==> src/include/clg_defines.svh <==
// register map, reset values, field positions and timing counts
`ifndef CLG_DEFINES_SVH
`define CLG_DEFINES_SVH

// ****************************************
// register byte addresses
// ****************************************
`define CLG_ADR_CTRL 8'h00
`define CLG_ADR_COUNTS 8'h04
`define CLG_ADR_ON_MS 8'h08
`define CLG_ADR_OFF_MS 8'h0c
`define CLG_ADR_SETTING 8'h10
`define CLG_ADR_STATUS 8'h14

// ****************************************
// reset values
// ****************************************
`define CLG_RST_CTRL 8'h00
`define CLG_RST_COUNTS 16'h0000
`define CLG_RST_ON_MS 16'h0000
`define CLG_RST_OFF_MS 16'h0000
`define CLG_RST_SETTING 16'h0001

// ****************************************
// field positions
// ****************************************
`define CLG_CNT_A_LSB 0
`define CLG_CNT_B_LSB 4
`define CLG_CNT_C_LSB 8
`define CLG_CNT_D_LSB 12
`define CLG_ST_OUT 0
`define CLG_ST_COND 1
`define CLG_ST_LATCH 2
`define CLG_ST_PULSE 3
`define CLG_ST_DLY 4
`define CLG_ST_CNT_LSB 16

// ****************************************
// timing
// ****************************************
`define CLG_CLK_MHZ 250
`define CLG_TICK_US 1000
`define CLG_MS_CYCLES (`CLG_CLK_MHZ * `CLG_TICK_US)
`define CLG_PULSE_MS 20

`endif

==> src/include/clg_pkg.sv <==
// types shared by the configurable logic element
package clg_pkg;

	// ****************************************
	// gate types and carriers
	// ****************************************
	typedef enum logic [3:0] {
		CLG_AND,
		CLG_OR,
		CLG_XOR,
		CLG_INV_IN_AND,
		CLG_INV_IN_OR,
		CLG_AND_OR,
		CLG_COUNTER,
		CLG_LATCH,
		CLG_EDGE
	} clg_gate_t;

	typedef struct packed {
		logic neg_pulse;
		logic edge_fall;
		logic reverse;
		logic invert;
		clg_gate_t gate;
	} clg_ctrl_t;

	typedef struct packed {
		logic cyc;
		logic stb;
		logic we;
		logic [7:0] adr;
		logic [3:0] sel;
		logic [31:0] dat;
	} clg_wb_req_t;

endpackage

==> src/verilog/clg_logic_element.sv <==
// configurable logic element with delays, counter, latch and edge pulse
//
// Behaviour
// - inverted option complements the element output
// - output rises after condition held on-delay
// - output stays active for off-delay afterwards
// - counter gate compares count with setting
// - counter gate has count and reset inputs
// - reverse swaps AND and OR stages
// - AND group and OR group sized separately
// - inverted-input gates complement extra inputs
// - latch has set, data, load, reset inputs
// - latch reset dominates, forcing output zero
// - set latch holds one until reset
//
// The address map and the Wishbone slave port were decided locally.
`include "clg_defines.svh"

module clg_logic_element #(
	parameter int MS_CYCLES = `CLG_MS_CYCLES,
	parameter int PULSE_CYCLES = `CLG_PULSE_MS * `CLG_MS_CYCLES
) (
	input wire logic clk_i,
	input wire logic rst_i,
	input clg_pkg::clg_wb_req_t wb_i,
	output logic [31:0] wb_dat_o,
	output logic wb_ack_o,
	input wire logic [15:0] sig_i,
	output logic sig_o
);
	import clg_pkg::*;

	// ****************************************
	// helpers
	// ****************************************
	// low n bits set, n clipped to the eight lanes of a group
	function automatic logic [7:0] clg_mask(input logic [3:0] n);
		clg_mask = (n >= 4'h8) ? 8'hff : 8'((9'h001 << n) - 9'h001);
	endfunction
	// and of the used inputs; an empty group never asserts
	function automatic logic clg_all(input logic [7:0] g,
		input logic [3:0] n);
		clg_all = (n != 4'h0) && (&(g | ~clg_mask(n)));
	endfunction
	function automatic logic clg_any(input logic [7:0] g,
		input logic [3:0] n);
		clg_any = |(g & clg_mask(n));
	endfunction
	function automatic logic [15:0] clg_wr16(input logic [15:0] old,
		input logic [15:0] d, input logic [1:0] sel);
		clg_wr16 = {sel[1] ? d[15:8] : old[15:8],
			sel[0] ? d[7:0] : old[7:0]};
	endfunction

	// ****************************************
	// state
	// ****************************************
	clg_ctrl_t ctrl_reg;
	logic [15:0] counts_reg, on_ms_reg, off_ms_reg, setting_reg;
	logic [31:0] rdat_reg, rd_next;
	logic [17:0] pre_reg;
	logic [15:0] tmr_reg, cnt_reg, target;
	logic [22:0] pls_reg;
	logic ack_reg, dly_reg, cin_prev_reg, latch_reg;
	logic src_prev_reg, pulse_reg, out_reg;
	logic cond, req, tick, cin, crst, src, hit;
	logic set_any, data_any, load_any, lrst_any;
	logic [7:0] grp_a, grp_b;
	logic [3:0] na, nb;

	// group a carries normal, AND, count and edge inputs; group b the rest
	assign grp_a = sig_i[7:0];
	assign grp_b = sig_i[15:8];
	assign na = counts_reg[`CLG_CNT_A_LSB +: 4];
	assign nb = counts_reg[`CLG_CNT_B_LSB +: 4];

	// ****************************************
	// wishbone slave
	// ****************************************
	// one wait state: ack rises the cycle after the request, drops after
	assign req = wb_i.cyc && wb_i.stb && !ack_reg;

	always_ff @(posedge clk_i) begin
		if (rst_i) begin
			ack_reg <= 1'b0;
		end else begin
			ack_reg <= req;
		end
	end

	// writes act when the request is first seen; unmapped writes vanish
	always_ff @(posedge clk_i) begin
		if (rst_i) begin
			ctrl_reg <= clg_ctrl_t'(`CLG_RST_CTRL);
			counts_reg <= `CLG_RST_COUNTS;
			on_ms_reg <= `CLG_RST_ON_MS;
			off_ms_reg <= `CLG_RST_OFF_MS;
			setting_reg <= `CLG_RST_SETTING;
		end else if (req && wb_i.we) begin
			unique case (wb_i.adr)
				`CLG_ADR_CTRL: begin
					if (wb_i.sel[0]) begin
						ctrl_reg <= clg_ctrl_t'(wb_i.dat[7:0]);
					end
				end
				`CLG_ADR_COUNTS: counts_reg <= clg_wr16(counts_reg,
					wb_i.dat[15:0], wb_i.sel[1:0]);
				`CLG_ADR_ON_MS: on_ms_reg <= clg_wr16(on_ms_reg,
					wb_i.dat[15:0], wb_i.sel[1:0]);
				`CLG_ADR_OFF_MS: off_ms_reg <= clg_wr16(off_ms_reg,
					wb_i.dat[15:0], wb_i.sel[1:0]);
				`CLG_ADR_SETTING: setting_reg <= clg_wr16(setting_reg,
					wb_i.dat[15:0], wb_i.sel[1:0]);
				default: ;
			endcase
		end
	end

	// read mux; unmapped addresses read zero
	always_comb begin
		rd_next = 32'h0000_0000;
		unique case (wb_i.adr)
			`CLG_ADR_CTRL: rd_next[7:0] = ctrl_reg;
			`CLG_ADR_COUNTS: rd_next[15:0] = counts_reg;
			`CLG_ADR_ON_MS: rd_next[15:0] = on_ms_reg;
			`CLG_ADR_OFF_MS: rd_next[15:0] = off_ms_reg;
			`CLG_ADR_SETTING: rd_next[15:0] = setting_reg;
			`CLG_ADR_STATUS: begin
				rd_next[`CLG_ST_OUT] = out_reg;
				rd_next[`CLG_ST_COND] = cond;
				rd_next[`CLG_ST_LATCH] = latch_reg;
				rd_next[`CLG_ST_PULSE] = pulse_reg;
				rd_next[`CLG_ST_DLY] = dly_reg;
				rd_next[`CLG_ST_CNT_LSB +: 16] = cnt_reg;
			end
			default: rd_next = 32'h0000_0000;
		endcase
	end

	always_ff @(posedge clk_i) begin
		if (rst_i) begin
			rdat_reg <= 32'h0000_0000;
		end else if (req) begin
			rdat_reg <= rd_next;
		end
	end

	// ****************************************
	// logical condition
	// ****************************************
	always_comb begin
		unique case (ctrl_reg.gate)
			CLG_AND: cond = clg_all(grp_a, na);
			CLG_OR: cond = clg_any(grp_a, na);
			CLG_XOR: cond = ^(grp_a & clg_mask(na));
			CLG_INV_IN_AND: cond = ((na | nb) != 4'h0)
				&& (&(grp_a | ~clg_mask(na)))
				&& (&(~grp_b | ~clg_mask(nb)));
			CLG_INV_IN_OR: cond = clg_any(grp_a, na)
				|| clg_any(~grp_b, nb);
			// reverse feeds the OR stage into the AND stage
			CLG_AND_OR: cond = ctrl_reg.reverse
				? (clg_any(grp_a, na) && clg_all(grp_b, nb))
				: (clg_all(grp_a, na) || clg_any(grp_b, nb));
			CLG_COUNTER: cond = (cnt_reg >= setting_reg);
			CLG_LATCH: cond = latch_reg;
			CLG_EDGE: cond = 1'b0;
			default: cond = 1'b0;
		endcase
	end

	// ****************************************
	// on and off delays
	// ****************************************
	// the prescaler restarts whenever no delay runs, so a delay of n ms
	// is n whole milliseconds and never shorter
	assign tick = (pre_reg == 18'(MS_CYCLES - 1));
	assign target = dly_reg ? off_ms_reg : on_ms_reg;

	always_ff @(posedge clk_i) begin
		if (rst_i) begin
			pre_reg <= 18'h0_0000;
		end else if (cond == dly_reg || tick) begin
			pre_reg <= 18'h0_0000;
		end else begin
			pre_reg <= pre_reg + 18'h0_0001;
		end
	end

	always_ff @(posedge clk_i) begin
		if (rst_i) begin
			dly_reg <= 1'b0;
			tmr_reg <= 16'h0000;
		end else if (cond == dly_reg) begin
			tmr_reg <= 16'h0000;
		end else if (tmr_reg >= target) begin
			dly_reg <= cond;
			tmr_reg <= 16'h0000;
		end else if (tick) begin
			tmr_reg <= tmr_reg + 16'h0001;
		end
	end

	// ****************************************
	// counter gate
	// ****************************************
	assign cin = clg_any(grp_a, na);
	assign crst = clg_any(grp_b, nb);

	// counts rising edges of the count group, saturating at the top
	always_ff @(posedge clk_i) begin
		if (rst_i) begin
			cnt_reg <= 16'h0000;
			cin_prev_reg <= 1'b0;
		end else begin
			cin_prev_reg <= cin;
			if (crst) begin
				cnt_reg <= 16'h0000;
			end else if (cin && !cin_prev_reg && cnt_reg != 16'hffff) begin
				cnt_reg <= cnt_reg + 16'h0001;
			end
		end
	end

	// ****************************************
	// set/reset/data/load latch
	// ****************************************
	assign set_any = clg_any({4'h0, sig_i[3:0]},
		counts_reg[`CLG_CNT_A_LSB +: 4]);
	assign data_any = clg_any({4'h0, sig_i[7:4]},
		counts_reg[`CLG_CNT_B_LSB +: 4]);
	assign load_any = clg_any({4'h0, sig_i[11:8]},
		counts_reg[`CLG_CNT_C_LSB +: 4]);
	assign lrst_any = clg_any({4'h0, sig_i[15:12]},
		counts_reg[`CLG_CNT_D_LSB +: 4]);

	// load with data low leaves the state alone, so a set latch holds
	always_ff @(posedge clk_i) begin
		if (rst_i) begin
			latch_reg <= 1'b0;
		end else if (lrst_any) begin
			latch_reg <= 1'b0;
		end else if (set_any || (load_any && data_any)) begin
			latch_reg <= 1'b1;
		end
	end

	// ****************************************
	// edge pulse
	// ****************************************
	assign src = clg_any(grp_a, na);
	assign hit = ctrl_reg.edge_fall ? (src_prev_reg && !src)
		: (!src_prev_reg && src);

	// edges during a running pulse are ignored, never retriggered
	always_ff @(posedge clk_i) begin
		if (rst_i) begin
			src_prev_reg <= 1'b0;
			pulse_reg <= 1'b0;
			pls_reg <= 23'h00_0000;
		end else begin
			src_prev_reg <= src;
			if (pulse_reg) begin
				pls_reg <= pls_reg + 23'h00_0001;
				if (pls_reg == 23'(PULSE_CYCLES - 1)) begin
					pulse_reg <= 1'b0;
				end
			end else if (hit && ctrl_reg.gate == CLG_EDGE) begin
				pulse_reg <= 1'b1;
				pls_reg <= 23'h00_0000;
			end
		end
	end

	// ****************************************
	// output
	// ****************************************
	always_ff @(posedge clk_i) begin
		if (rst_i) begin
			out_reg <= 1'b0;
		end else if (ctrl_reg.gate == CLG_EDGE) begin
			out_reg <= (pulse_reg ^ ctrl_reg.neg_pulse)
				^ ctrl_reg.invert;
		end else begin
			out_reg <= dly_reg ^ ctrl_reg.invert;
		end
	end

	assign sig_o = out_reg;
	assign wb_ack_o = ack_reg;
	assign wb_dat_o = rdat_reg;

	// ****************************************
	// assertions
	// ****************************************
	a_invert_out: assert property (@(posedge clk_i) disable iff (rst_i)
		$rose(dly_reg) && ctrl_reg.gate != CLG_EDGE && $stable(ctrl_reg)
		|=> sig_o == !ctrl_reg.invert)
		else $error("output polarity ignores the invert option");
	a_on_zero: assert property (@(posedge clk_i) disable iff (rst_i)
		cond && !dly_reg && on_ms_reg == 16'h0000 |=> dly_reg)
		else $error("zero on delay did not assert at once");
	a_on_wait: assert property (@(posedge clk_i) disable iff (rst_i)
		!dly_reg && tmr_reg < on_ms_reg |=> !dly_reg)
		else $error("output rose before the on delay ran out");
	a_off_hold: assert property (@(posedge clk_i) disable iff (rst_i)
		dly_reg && tmr_reg < off_ms_reg |=> dly_reg)
		else $error("output fell before the off delay ran out");
	a_count_cmp: assert property (@(posedge clk_i) disable iff (rst_i)
		ctrl_reg.gate == CLG_COUNTER && cnt_reg < setting_reg |-> !cond)
		else $error("counter gate true below its setting");
	a_count_clear: assert property (@(posedge clk_i) disable iff (rst_i)
		crst |=> cnt_reg == 16'h0000)
		else $error("counter reset input did not clear the count");
	a_andor_rev: assert property (@(posedge clk_i) disable iff (rst_i)
		ctrl_reg.gate == CLG_AND_OR && ctrl_reg.reverse
		&& !clg_any(grp_a, na) |-> !cond)
		else $error("reversed gate true with its OR stage low");
	a_inv_input: assert property (@(posedge clk_i) disable iff (rst_i)
		ctrl_reg.gate == CLG_INV_IN_AND && |(grp_b & clg_mask(nb))
		|-> !cond)
		else $error("inverted input high yet gate asserted");
	a_reset_dom: assert property (@(posedge clk_i) disable iff (rst_i)
		lrst_any |=> !latch_reg)
		else $error("latch not cleared by its reset input");
	a_latch_hold: assert property (@(posedge clk_i) disable iff (rst_i)
		latch_reg && !lrst_any |=> latch_reg)
		else $error("latch dropped without a reset input");
	a_xor_parity: assert property (@(posedge clk_i) disable iff (rst_i)
		ctrl_reg.gate == CLG_XOR
		|-> cond == ($countones(grp_a & clg_mask(na)) % 2 == 1))
		else $error("exclusive-or does not follow input parity");
	a_edge_start: assert property (@(posedge clk_i) disable iff (rst_i)
		ctrl_reg.gate == CLG_EDGE && hit && !pulse_reg |=> pulse_reg)
		else $error("selected edge did not start a pulse");
	a_edge_len: assert property (@(posedge clk_i) disable iff (rst_i)
		pulse_reg && pls_reg < 23'(PULSE_CYCLES - 1) |=> pulse_reg)
		else $error("edge pulse ended early");

endmodule

==> config.mk <==
export PLATFORM = sky130hd
export DESIGN_NAME = clg_logic_element
export DESIGN_NICKNAME = d
export VERILOG_FILES = /design/src/include/clg_pkg.sv /design/src/verilog/clg_logic_element.sv
export VERILOG_INCLUDE_DIRS = /design/src /design/src/include
export SDC_FILE = /design/constraint.sdc
export NUM_CORES = 1
export LEC_CHECK = 0
export BUFFER_PORTS_ARGS = -buffer_cell sky130_fd_sc_hd__buf_2
export CORE_MARGIN = 1.5
export CORE_UTILIZATION = 55
export CTS_BUF_LIST = sky130_fd_sc_hd__clkbuf_16
export CTS_CLUSTER_DIAMETER = 100
export CTS_CLUSTER_SIZE = 12
export DETAILED_ROUTE_END_ITERATION = 8
export PLACE_DENSITY = 0.76
export SLEW_MARGIN = 15
export SYNTH_ARGS = -nofsm -noshare
export SYNTH_HDL_FRONTEND = slang
export SYNTH_SLANG_ARGS = --single-unit
export TNS_END_PERCENT = 5
==> constraint.sdc <==
create_clock -name clk_i -period 5.8 [get_ports clk_i]
set_input_delay 1.74 -clock clk_i [delete_from_list [all_inputs] [get_ports clk_i]]
set_output_delay 1.74 -clock clk_i [all_outputs]
set_load 0.01 [all_outputs]
# == Yosys cells after proc, flatten, opt, wreduce, memory -nomap -nowiden ==
# Cells that the tools add are included.
# word_totals
word_cells,145
in_bits,65
out_inout_bits,34
register_bits,183
# op_classes
magnitude_cmp,6
addsub,8
n_reduce_logical,50
shift,4
n_eq_ne,17
n_bitwise,18
muxes,18
# ops
op,n
8-bit OR reduction,6
23-bit two-way mux,2
"16-bit by 1-bit adder with 16-bit output, second input constant",2
4-bit by 8-bit bitwise AND with 8-bit output,4
16-bit >= comparator,2
16-bit two-way mux,2
8-bit two-way mux,4
8-bit case mux with 4 select lines,1
"1-bit by 4-bit left shift with 8-bit output, first input constant",4
"8-bit by 1-bit subtractor with 8-bit output, second input constant",4
5-bit case mux with 6 select lines,1
3-bit AND reduction,9
8-bit bitwise AND,3
8-bit NOT,3
8-bit OR,3
8-bit AND reduction,3
"23-bit by 1-bit adder with 23-bit output, second input constant",1
"23-bit == test, second input constant",1
"18-bit by 1-bit adder with 18-bit output, second input constant",1
"18-bit == test, second input constant",1
9-bit OR reduction,2
"4-bit by 3-bit == test with 1-bit output, second input constant",4
"8-bit by 4-bit == test with 1-bit output, second input constant",2
"8-bit by 5-bit == test with 1-bit output, second input constant",2
other kinds (24),54

# == Longest topological paths before layout ==
# Gate-level depths: netlist of the first run.
# logic_depth
word_depth,13
mapped_depth,19
ltp_nobuf,16

# == Worst setup path after synthesis of the first run ==
# Ideal clock, no wire load.
# synth_timing
kind,in2reg
start,input sig_i[2]
end,register pre_reg[0]
slack_ns,1.612
cell_stages,11
arrival_time_ns,4.065
required_time_ns,5.677
path_buffers,2
setup_ns,0.123
path_cell_list,or3b_2 > ha_1 > and4_1 > clkbuf_1 > nor2_1 > o21ai_0 > a221o_1 > nand4_1 > nor2_1 > buf_2 > mux2_1
# synth_between
elab_chain_cells,9
word_cells_on_any_way,16
cone_classes,1 x eq/ne; 2 x mux; 2 x bitwise; 11 x reduce/logical
# synth_lines
element,line_no,text
"start, declared",clg_logic_element.sv:28,"input wire logic [15:0] sig_i,"
8-bit OR,"clg_logic_element.sv:43, clg_logic_element.sv:157",
8-bit AND reduction,"clg_logic_element.sv:43, clg_logic_element.sv:157",
1-bit logical AND,clg_logic_element.sv:43,clg_all = (n != 4'h0) && (&(g | ~clg_mask(n)));
1-bit logical OR,clg_logic_element.sv:164,": (clg_all(grp_a, na) || clg_any(grp_b, nb));"
1-bit two-way mux,clg_logic_element.sv:163,"? (clg_any(grp_a, na) && clg_all(grp_b, nb))"
1-bit case mux with 8 select lines *,clg_logic_element.sv:152,unique case (ctrl_reg.gate)
1-bit == test *,clg_logic_element.sv:183,end else if (cond == dly_reg || tick) begin
1-bit logical OR *,clg_logic_element.sv:183,
2-bit OR reduction (no source line) *,n/a,
"end signal, assigned",clg_logic_element.sv:186,pre_reg <= pre_reg + 18'h0_0001;
"end, declared",clg_logic_element.sv:61,logic [17:0] pre_reg;
# Mark *: on every way between the ends. The rest lies on a longest branch, timed or not.
# A chain may end at the register's enable or synchronous reset.

# == Worst setup path after layout of the first run ==
# layout_timing
start,register counts_reg[3]
end,register tmr_reg[7]
# layout_between
elab_chain_cells,12
word_cells_on_any_way,23
cone_classes,1 x add/sub; 1 x order compare; 1 x eq/ne; 1 x shift; 3 x mux; 4 x bitwise; 12 x reduce/logical
# layout_lines
element,line_no,text
"start, declared",clg_logic_element.sv:59,"logic [15:0] counts_reg, on_ms_reg, off_ms_reg, setting_reg;"
"start signal, assigned",clg_logic_element.sv:95,counts_reg <= `CLG_RST_COUNTS;
"start signal, assigned",clg_logic_element.sv:106,"`CLG_ADR_COUNTS: counts_reg <= clg_wr16(counts_reg,"
1-bit by 4-bit left shift with 8-bit output,clg_logic_element.sv:38,clg_mask = (n >= 4'h8) ? 8'hff : 8'((9'h001 << n) - 9'h001);
8-bit by 1-bit subtractor with 8-bit output,clg_logic_element.sv:38,
8-bit two-way mux,clg_logic_element.sv:38,
8-bit NOT,"clg_logic_element.sv:43, clg_logic_element.sv:157",
8-bit OR,"clg_logic_element.sv:43, clg_logic_element.sv:157",
8-bit AND reduction,"clg_logic_element.sv:43, clg_logic_element.sv:157",
1-bit logical AND,clg_logic_element.sv:43,
1-bit logical OR,clg_logic_element.sv:164,
1-bit two-way mux,clg_logic_element.sv:163,
1-bit case mux with 8 select lines *,clg_logic_element.sv:152,
1-bit == test *,clg_logic_element.sv:194,end else if (cond == dly_reg) begin
3-bit OR reduction (no source line) *,n/a,
"end signal, assigned",clg_logic_element.sv:200,tmr_reg <= tmr_reg + 16'h0001;
"end, declared",clg_logic_element.sv:62,"logic [15:0] tmr_reg, cnt_reg, target;"
# Marks and branches as above.

==> results of run 1 <==
metal layers:
layer | wire [um] | global-route usage, % | vias up
met5 | 0 | 0 | -
met4 | 594 | 8.75 | 0
met3 | 1500 | 5.72 | 40
met2 | 11800 | 43.0 | 260
met1 | 11200 | 34.5 | 4140
li1 | - | - | 4287
cell type report:
| class | instances | area, um2 | area share (%) |
|---|---|---|---|
| inverter | 35 | 131 | 1.18 |
| sequential | 183 | 3660 | 33.0 |
| clock buffer | 17 | 425 | 3.84 |
| clock inverter | 15 | 156 | 1.41 |
| tap | 229 | 287 | 2.58 |
| timing repair buffer | 87 | 455 | 4.11 |
| multi-input combinational | 889 | 5970 | 53.8 |
tightest hold or removal path: stages, from the launching register on:
cell	delay, ns
dfxtp_1	0.31
nand2_1	0.05
a21oi_1	0.05
power groups by stage:
| stage | Clock [mW] | Sequential, mW | Combinational [mW] |
|---|---|---|---|
| 3_3_place_gp | 0 | 1.29 | 0.0805 |
| 2_1_floorplan | 0 | 1.29 | 0.0397 |
| 3_5_place_dp | 0 | 1.29 | 0.0810 |
| 6_report | 1.16 | 1.26 | 0.0815 |
| 4_1_cts | 1.16 | 1.26 | 0.0813 |
| 5_1_grt | 1.21 | 1.26 | 0.0879 |
worst max path at each step:
| stage | endpoint | slack, ns | startpoint |
|---|---|---|---|
| finish | tmr_reg[7]$_SDFFE_PP0P_ | 1.25 | counts_reg[3]$_SDFFE_PP0P_ |
| floorplan | pre_reg[0]$_SDFF_PP0_ | 1.61 | sig_i[2] |
| detailed placement | tmr_reg[7]$_SDFFE_PP0P_ | 0.97 | sig_i[2] |
| global placement | tmr_reg[15]$_SDFFE_PP0P_ | 1.01 | sig_i[2] |
| global route | tmr_reg[7]$_SDFFE_PP0P_ | 0.92 | counts_reg[3]$_SDFFE_PP0P_ |
| CTS | tmr_reg[7]$_SDFFE_PP0P_ | 1.29 | counts_reg[3]$_SDFFE_PP0P_ |
cell families (layout without fill, tap and decap cells):
| logic type | count (synthesis) | in the layout | share of synthesized area (%) |
|---|---|---|---|
| muxes | 128 | 128 | 13.3 |
| DFF | 183 | 183 | 36.5 |
| and+or+nand+nor | 480 | 480 | 23.5 |
| buffers and inverters | 101 | 154 | 4.17 |
| adders and majority gates | 44 | 44 | 5.48 |
| AOI/OAI and AO/OA | 185 | 185 | 12.6 |
| xor gates and xnor gates | 52 | 52 | 4.53 |
cells in the mapped netlist, types with 14 or more instances:
cell | number | share of area, %
a21oi_1 | 37 | 1.8
nor3_1 | 38 | 1.9
inv_1 | 35 | 1.3
nor2_1 | 171 | 6.4
mux2i_1 | 112 | 11
xor2_1 | 26 | 2.3
ha_1 | 44 | 5.5
xnor2_1 | 26 | 2.3
dfxtp_1 | 183 | 36
nand4_1 | 18 | 1.1
a22oi_1 | 26 | 1.9
o21ai_0 | 33 | 1.6
nand2_1 | 72 | 2.7
clkbuf_1 | 54 | 2.0
or3_1 | 19 | 1.2
and3_1 | 14 | 0.87
nand3_1 | 62 | 3.1
==> results.py, run 1 <==
metrics = {
    "outcome": {
        "run_status": "finished clean",
    },
    "routing": {
        "first_pass_iters": 6,
        "drt-vias-per-instance": 6.00,
        "avgRoutedWirePerCell_um": 17.2,
        "route.detailed.drc": 0,
        "ant_nets": 0,
        "initialDrtViolationCount": 728,
        "route.vias.total": 8727,
        "wl_final_mm": 25.1,
    },
    "timing": {
        "skew_ns": 0.0125,
        "slew_violations": 0,
        "final_hold_viol_count": 0,
        "fin_hold_ws_ns": 0.454,
        "report.final.setup_viol": 0,
        "fin_ws_ns": 1.25,
        "final.setup.tns_ns": 0,
        "min_period_ns": 4.55,
        "max_freq_mhz": 220,
        "grt_setup_unrepaired": "false",
        "tightest_slew_ns": 1.06,
        "relSlewSlack_pct": 29.4,
        "share_of_the_cycle_needed_by_the_critical_path_after_routing_pct": 78.5,
    },
    "power": {
        "internal_power_mw": 1.86,
        "ir_worst_vdd_uv": 242,
        "total_switching_power_mw": 0.639,
        "leakage_component_of_the_power_nw": 4.54,
        "share_of_total_power_in_sequential_cells_pct": 50.4,
        "p_per_area_nw_per_um2": 225,
        "comb_power_share_pct": 3.3,
        "power.total_mw": 2.50,
        "power.share.clock_pct": 46.4,
        "switching_share_pct": 25.6,
    },
    "clocking": {
        "cts_hold_bufs": 0,
        "numCtsBuffers": 17,
        "cts-root-to-sink-buffers": 2,
        "clock_latency_ns": 0.45,
        "worst_setup_hold_path_clk_slew_ns": 0.08,
        "cts.repair.resized": 0,
        "clockRootBuffer": "clkbuf_16",
        "post-cts-setup-buffer-count": 0,
        "cts_tree": "yes",
        "cts.htree.levels": 4,
        "cts_num_sinks": 183,
    },
    "die": {
        "floorplan.die.width_um": 138,
        "top_level_ports": 99,
        "die_h_um": 138,
        "start_util_pct": 55.9,
        "design.die.area_um2": 19100,
        "fp.coreArea_um2": 18000,
        "rows": 49,
    },
    "critical_path": {
        "start_kind": "register",
        "timing_worst_setup_path_type": "reg -> reg",
        "worstSetupPathDepth": 14,
        "ff2ff_path_depth": 14,
        "cp_top_family": "simple AND/OR/NAND/NOR gates",
        "r2r_end": "tmr_reg[7]$_SDFFE_PP0P_",
        "rrSetupSlack_ns": 1.25,
        "cp.required_ns": 6.13,
        "worst_ep_arrival_time_ns": 4.88,
        "worstPathCellList": "nor2_1 > nand2_1 > ha_1 > nor3b_1 > nor4_1 > nand2b_1 > ha_1 > and4_1 > nor2_1 > o21ai_0 > a221o_1 > nand4_1 > nor2_1 > mux2_2",
        "worstPathBufferInverterCount": 0,
        "r2r-start": "counts_reg[3]$_SDFFE_PP0P_",
        "critical_path.endpoint_type": "register",
        "crit_path_frequent_cell": "nor2_1",
        "crit_fanout": 14,
        "worst_path_largest_cell_delay_ns": 0.89,
        "crit_slowest_cell": "nor2_1",
    },
    "placement": {
        "dp_hpwl_mm": 17.9,
        "dp_cells": 1423,
        "gp_routability_congestion": 0.919,
        "placement.io_buffers": 80,
        "post-place-ws_ns": 0.973,
        "placedInstanceArea_um2": 10500,
    },
    "cells_and_area": {
        "post_layout_nonfiller_instances": 1455,
        "post-route-util_pct": 61.7,
        "mostFrequentLayoutCell": "dfxtp_1",
        "antenna_cells": 0,
        "finalNetCount": 1322,
        "stdcell_area_um2": 11100,
        "mostFrequentLayoutCells": "dfxtp_1 (183), nor2_1 (171), mux2i_1 (112), buf_2 (79), nand2_1 (72)",
        "layout-drive-gt1-share_pct": 13.1,
        "largest_register_ff_count": 32,
        "syn_to_final_growth_pct": 10.4,
        "n_fill_cell": 1526,
    },
    "min_path": {
        "worst_hold_path_type": "reg -> reg",
        "worstHoldEndpoint": "wb_dat_o[2]$_SDFFE_PP0P_",
        "timing.hold.worst_path_depth": 2,
        "holdCritStartpoint": "wb_dat_o[2]$_SDFFE_PP0P_",
    },
    "yosys": {
        "synth_seq_area_share_pct": 36.5,
        "mappedNetlistNets": 1282,
        "synth.avg_cell_area_um2": 8.57,
        "post_synth_cell_types": 67,
        "async_flop_share_pct": 0,
        "synth-seq-cells": 183,
        "synthCells": 1173,
        "cell_area_after_synthesis_um2": 10000,
        "number_of_flops_mapped_to_enable_cells_by_yosys": 0,
        "yosysWarningCount": 0,
        "synth_top_flop_cell": "dfxtp_1",
    },
    "flow_run": {
        "max-cap-violations": 0,
    },
    "global_routing": {
        "grt_first_pass_wirelength_mm": 41.1,
        "grt_pass1_vias": 8194,
        "grt_util_all_layers_pct": 26.3,
        "grt_start_max_net_pins": 87,
        "grt_antenna_before_repair": 0,
        "grt.overflow.total": 0,
    },
}
Note: power is estimated with default switching activity, not from simulation.
==> run 2, diff against run 1 <==
==> constraint.sdc (replaced) <==
create_clock -name clk_i -period 4.54 [get_ports clk_i]
set_input_delay 1.362 -clock clk_i [delete_from_list [all_inputs] [get_ports clk_i]]
set_output_delay 1.362 -clock clk_i [all_outputs]
set_load 0.01 [all_outputs]
==> run 2 against run 1 <==
  * Non-clock buffer count grew 16
  * Final area grew 1.2%
  * Sequential share of layout area shrank 0.40 points
  * Flip-flop and latch count is the same
  * Routed wire length grew 1.1%
  * Clock power grew 29%
  * Register-to-register slack lost 0.76 ns
  * Die area is the same
  * Total power grew 29%
  * Core utilization grew 0.75 points
  * Count of clock-buffer cells in the layout is the same
  * First-iteration DRC count grew 3.4%
==> results.py, run 2 (same netlist as run 1, synthesis figures left out) <==
metrics = {
    "outcome": {
        "run_status": "finished clean",
    },
    "cells_and_area": {
        "largest_register_ff_count": 32,
        "multi_input_comb_area_um2": 5970,
        "finalNetCount": 1338,
        "syn_to_final_growth_pct": 11.7,
        "antenna_cells": 0,
        "n_fill_cell": 1520,
        "mostFrequentLayoutCells": "dfxtp_1 (183), nor2_1 (170), mux2i_1 (112), buf_2 (79), nand2_1 (72)",
        "seq_area_um2": 3660,
        "layout-drive-gt1-share_pct": 14.2,
        "post_layout_nonfiller_instances": 1471,
        "mostFrequentLayoutCell": "dfxtp_1",
    },
    "die": {
        "fp.coreArea_um2": 18000,
        "die_h_um": 138,
        "floorplan.die.width_um": 138,
        "rows": 49,
        "top_level_ports": 99,
        "design.die.area_um2": 19100,
        "start_util_pct": 55.9,
    },
    "routing": {
        "wl_final_mm": 25.3,
        "drt-vias-per-instance": 6.06,
        "ant_nets": 0,
        "route.vias.total": 8907,
        "route.detailed.drc": 0,
        "avgRoutedWirePerCell_um": 17.2,
        "initialDrtViolationCount": 753,
        "first_pass_iters": 6,
    },
    "min_path": {
        "worst_hold_path_type": "reg -> reg",
        "worstHoldEndpoint": "wb_dat_o[3]$_SDFFE_PP0P_",
        "timing.hold.worst_path_depth": 2,
        "holdCritStartpoint": "wb_dat_o[3]$_SDFFE_PP0P_",
    },
    "placement": {
        "gp_routability_congestion": 0.945,
        "dp_cells": 1439,
        "post-place-ws_ns": 0.0407,
        "placement.io_buffers": 80,
        "dp_hpwl_mm": 18.3,
    },
    "timing": {
        "max_freq_mhz": 247,
        "relSlewSlack_pct": 26.7,
        "min_period_ns": 4.05,
        "tightest_slew_ns": 1.09,
        "share_of_the_cycle_needed_by_the_critical_path_after_routing_pct": 89.3,
        "report.final.setup_viol": 0,
        "slew_violations": 0,
        "grt_setup_unrepaired": "false",
        "skew_ns": 0.0115,
        "fin_ws_ns": 0.486,
        "final.setup.tns_ns": 0,
        "final_hold_viol_count": 0,
    },
    "power": {
        "p_per_area_nw_per_um2": 286,
        "leakage_component_of_the_power_nw": 4.62,
        "power.total_mw": 3.21,
        "ir_worst_vdd_uv": 285,
    },
    "clocking": {
        "clockRootBuffer": "clkbuf_16",
        "cts_num_sinks": 183,
        "numCtsBuffers": 17,
        "cts.repair.resized": 0,
        "cts_tree": "yes",
        "clock_latency_ns": 0.43,
        "worst_setup_hold_path_clk_slew_ns": 0.07,
        "post-cts-setup-buffer-count": 0,
        "cts.htree.levels": 4,
        "cts_hold_bufs": 0,
        "cts-root-to-sink-buffers": 2,
    },
    "critical_path": {
        "worstPathCellList": "nor2_1 > nand2_1 > ha_1 > and3b_1 > or3b_2 > ha_1 > xor2_1 > xnor2_1 > nand3b_1 > a221o_1 > nand4_1 > or4_1 > a21boi_1",
        "worstPathBufferInverterCount": 0,
        "cp_top_family": "simple AND/OR/NAND/NOR gates",
        "r2r_end": "pre_reg[1]$_SDFF_PP0_",
        "crit_path_frequent_cell": "ha_1",
        "worst_path_largest_cell_delay_ns": 0.94,
        "crit_slowest_cell": "or4_1",
        "crit_fanout": 12,
        "startpoint": "counts_reg[2]$_SDFFE_PP0P_",
        "start_kind": "register",
        "critical_path.endpoint_type": "register",
        "worst_ep_arrival_time_ns": 4.40,
        "timing_worst_setup_path_type": "reg -> reg",
        "rrSetupSlack_ns": 0.49,
        "cp.required_ns": 4.89,
        "r2r-start": "counts_reg[2]$_SDFFE_PP0P_",
        "ff2ff_path_depth": 13,
    },
    "flow_run": {
        "max-cap-violations": 0,
    },
    "global_routing": {
        "grt_pass1_vias": 8182,
        "grt_util_all_layers_pct": 26.4,
        "grt_first_pass_wirelength_mm": 41.2,
        "grt_start_max_net_pins": 84,
        "grt.overflow.total": 0,
        "grt_antenna_before_repair": 0,
    },
}
[run 2: worst max-delay path by stage]
stage	end	slack [ns]	depth (start not counted)
final	pre_reg[1]$_SDFF_PP0_	0.49	13
after global routing	pre_reg[1]$_SDFF_PP0_	0.10	14
after CTS	tmr_reg[9]$_SDFFE_PP0P_	0.32	13
after detailed placement	tmr_reg[9]$_SDFFE_PP0P_	0.04	10
after global placement	tmr_reg[7]$_SDFFE_PP0P_	0.04	10
after floorplan	pre_reg[0]$_SDFF_PP0_	0.73	11
[run 2: where the power goes]
group,internal (mW),switching (mW),leakage [nW],total [mW]
logic,0.0317,0.0751,2.86,0.107
registers,1.61,0.00185,1.47,1.61
clock network,0.826,0.673,0.287,1.50
total,2.46,0.750,4.62,3.21
[run 2: per-stage QoR]
step / utilization [%] / cell area, um2 / hold WS [ns]
after floorplan: - / 10000 / 0.459
after global placement: 59.2 / 10600 / 0.442
after detailed placement: 59.2 / 10600 / 0.444
after CTS: 62.5 / 11200 / 0.454
after global routing: 62.5 / 11200 / 0.491
final: 62.5 / 11200 / 0.455
[run 2: area by class of cell]
| cell class | count | area share (%) |
|---|---|---|
| sequential | 183 | 32.6 |
| tap | 229 | 2.55 |
| multi-input combinational | 889 | 53.2 |
| clock buffer | 17 | 3.79 |
| clock inverter | 15 | 1.50 |
| timing repair buffer | 103 | 5.13 |
| inverter | 35 | 1.17 |
[run 2: tightest hold or removal path, stage by stage (launching register included)]
cell and delay [ns]:
dfxtp_1 0.31, nand2_1 0.05, a21oi_1 0.05
[run 2: layer usage]
| layer | share of wire [%] | track usage [%] |
|---|---|---|
| met4 | 2.3 | 8.09 |
| met1 | 44 | 34.7 |
| met5 | 0 | 0 |
| met3 | 6.4 | 5.30 |
| met2 | 48 | 43.7 |
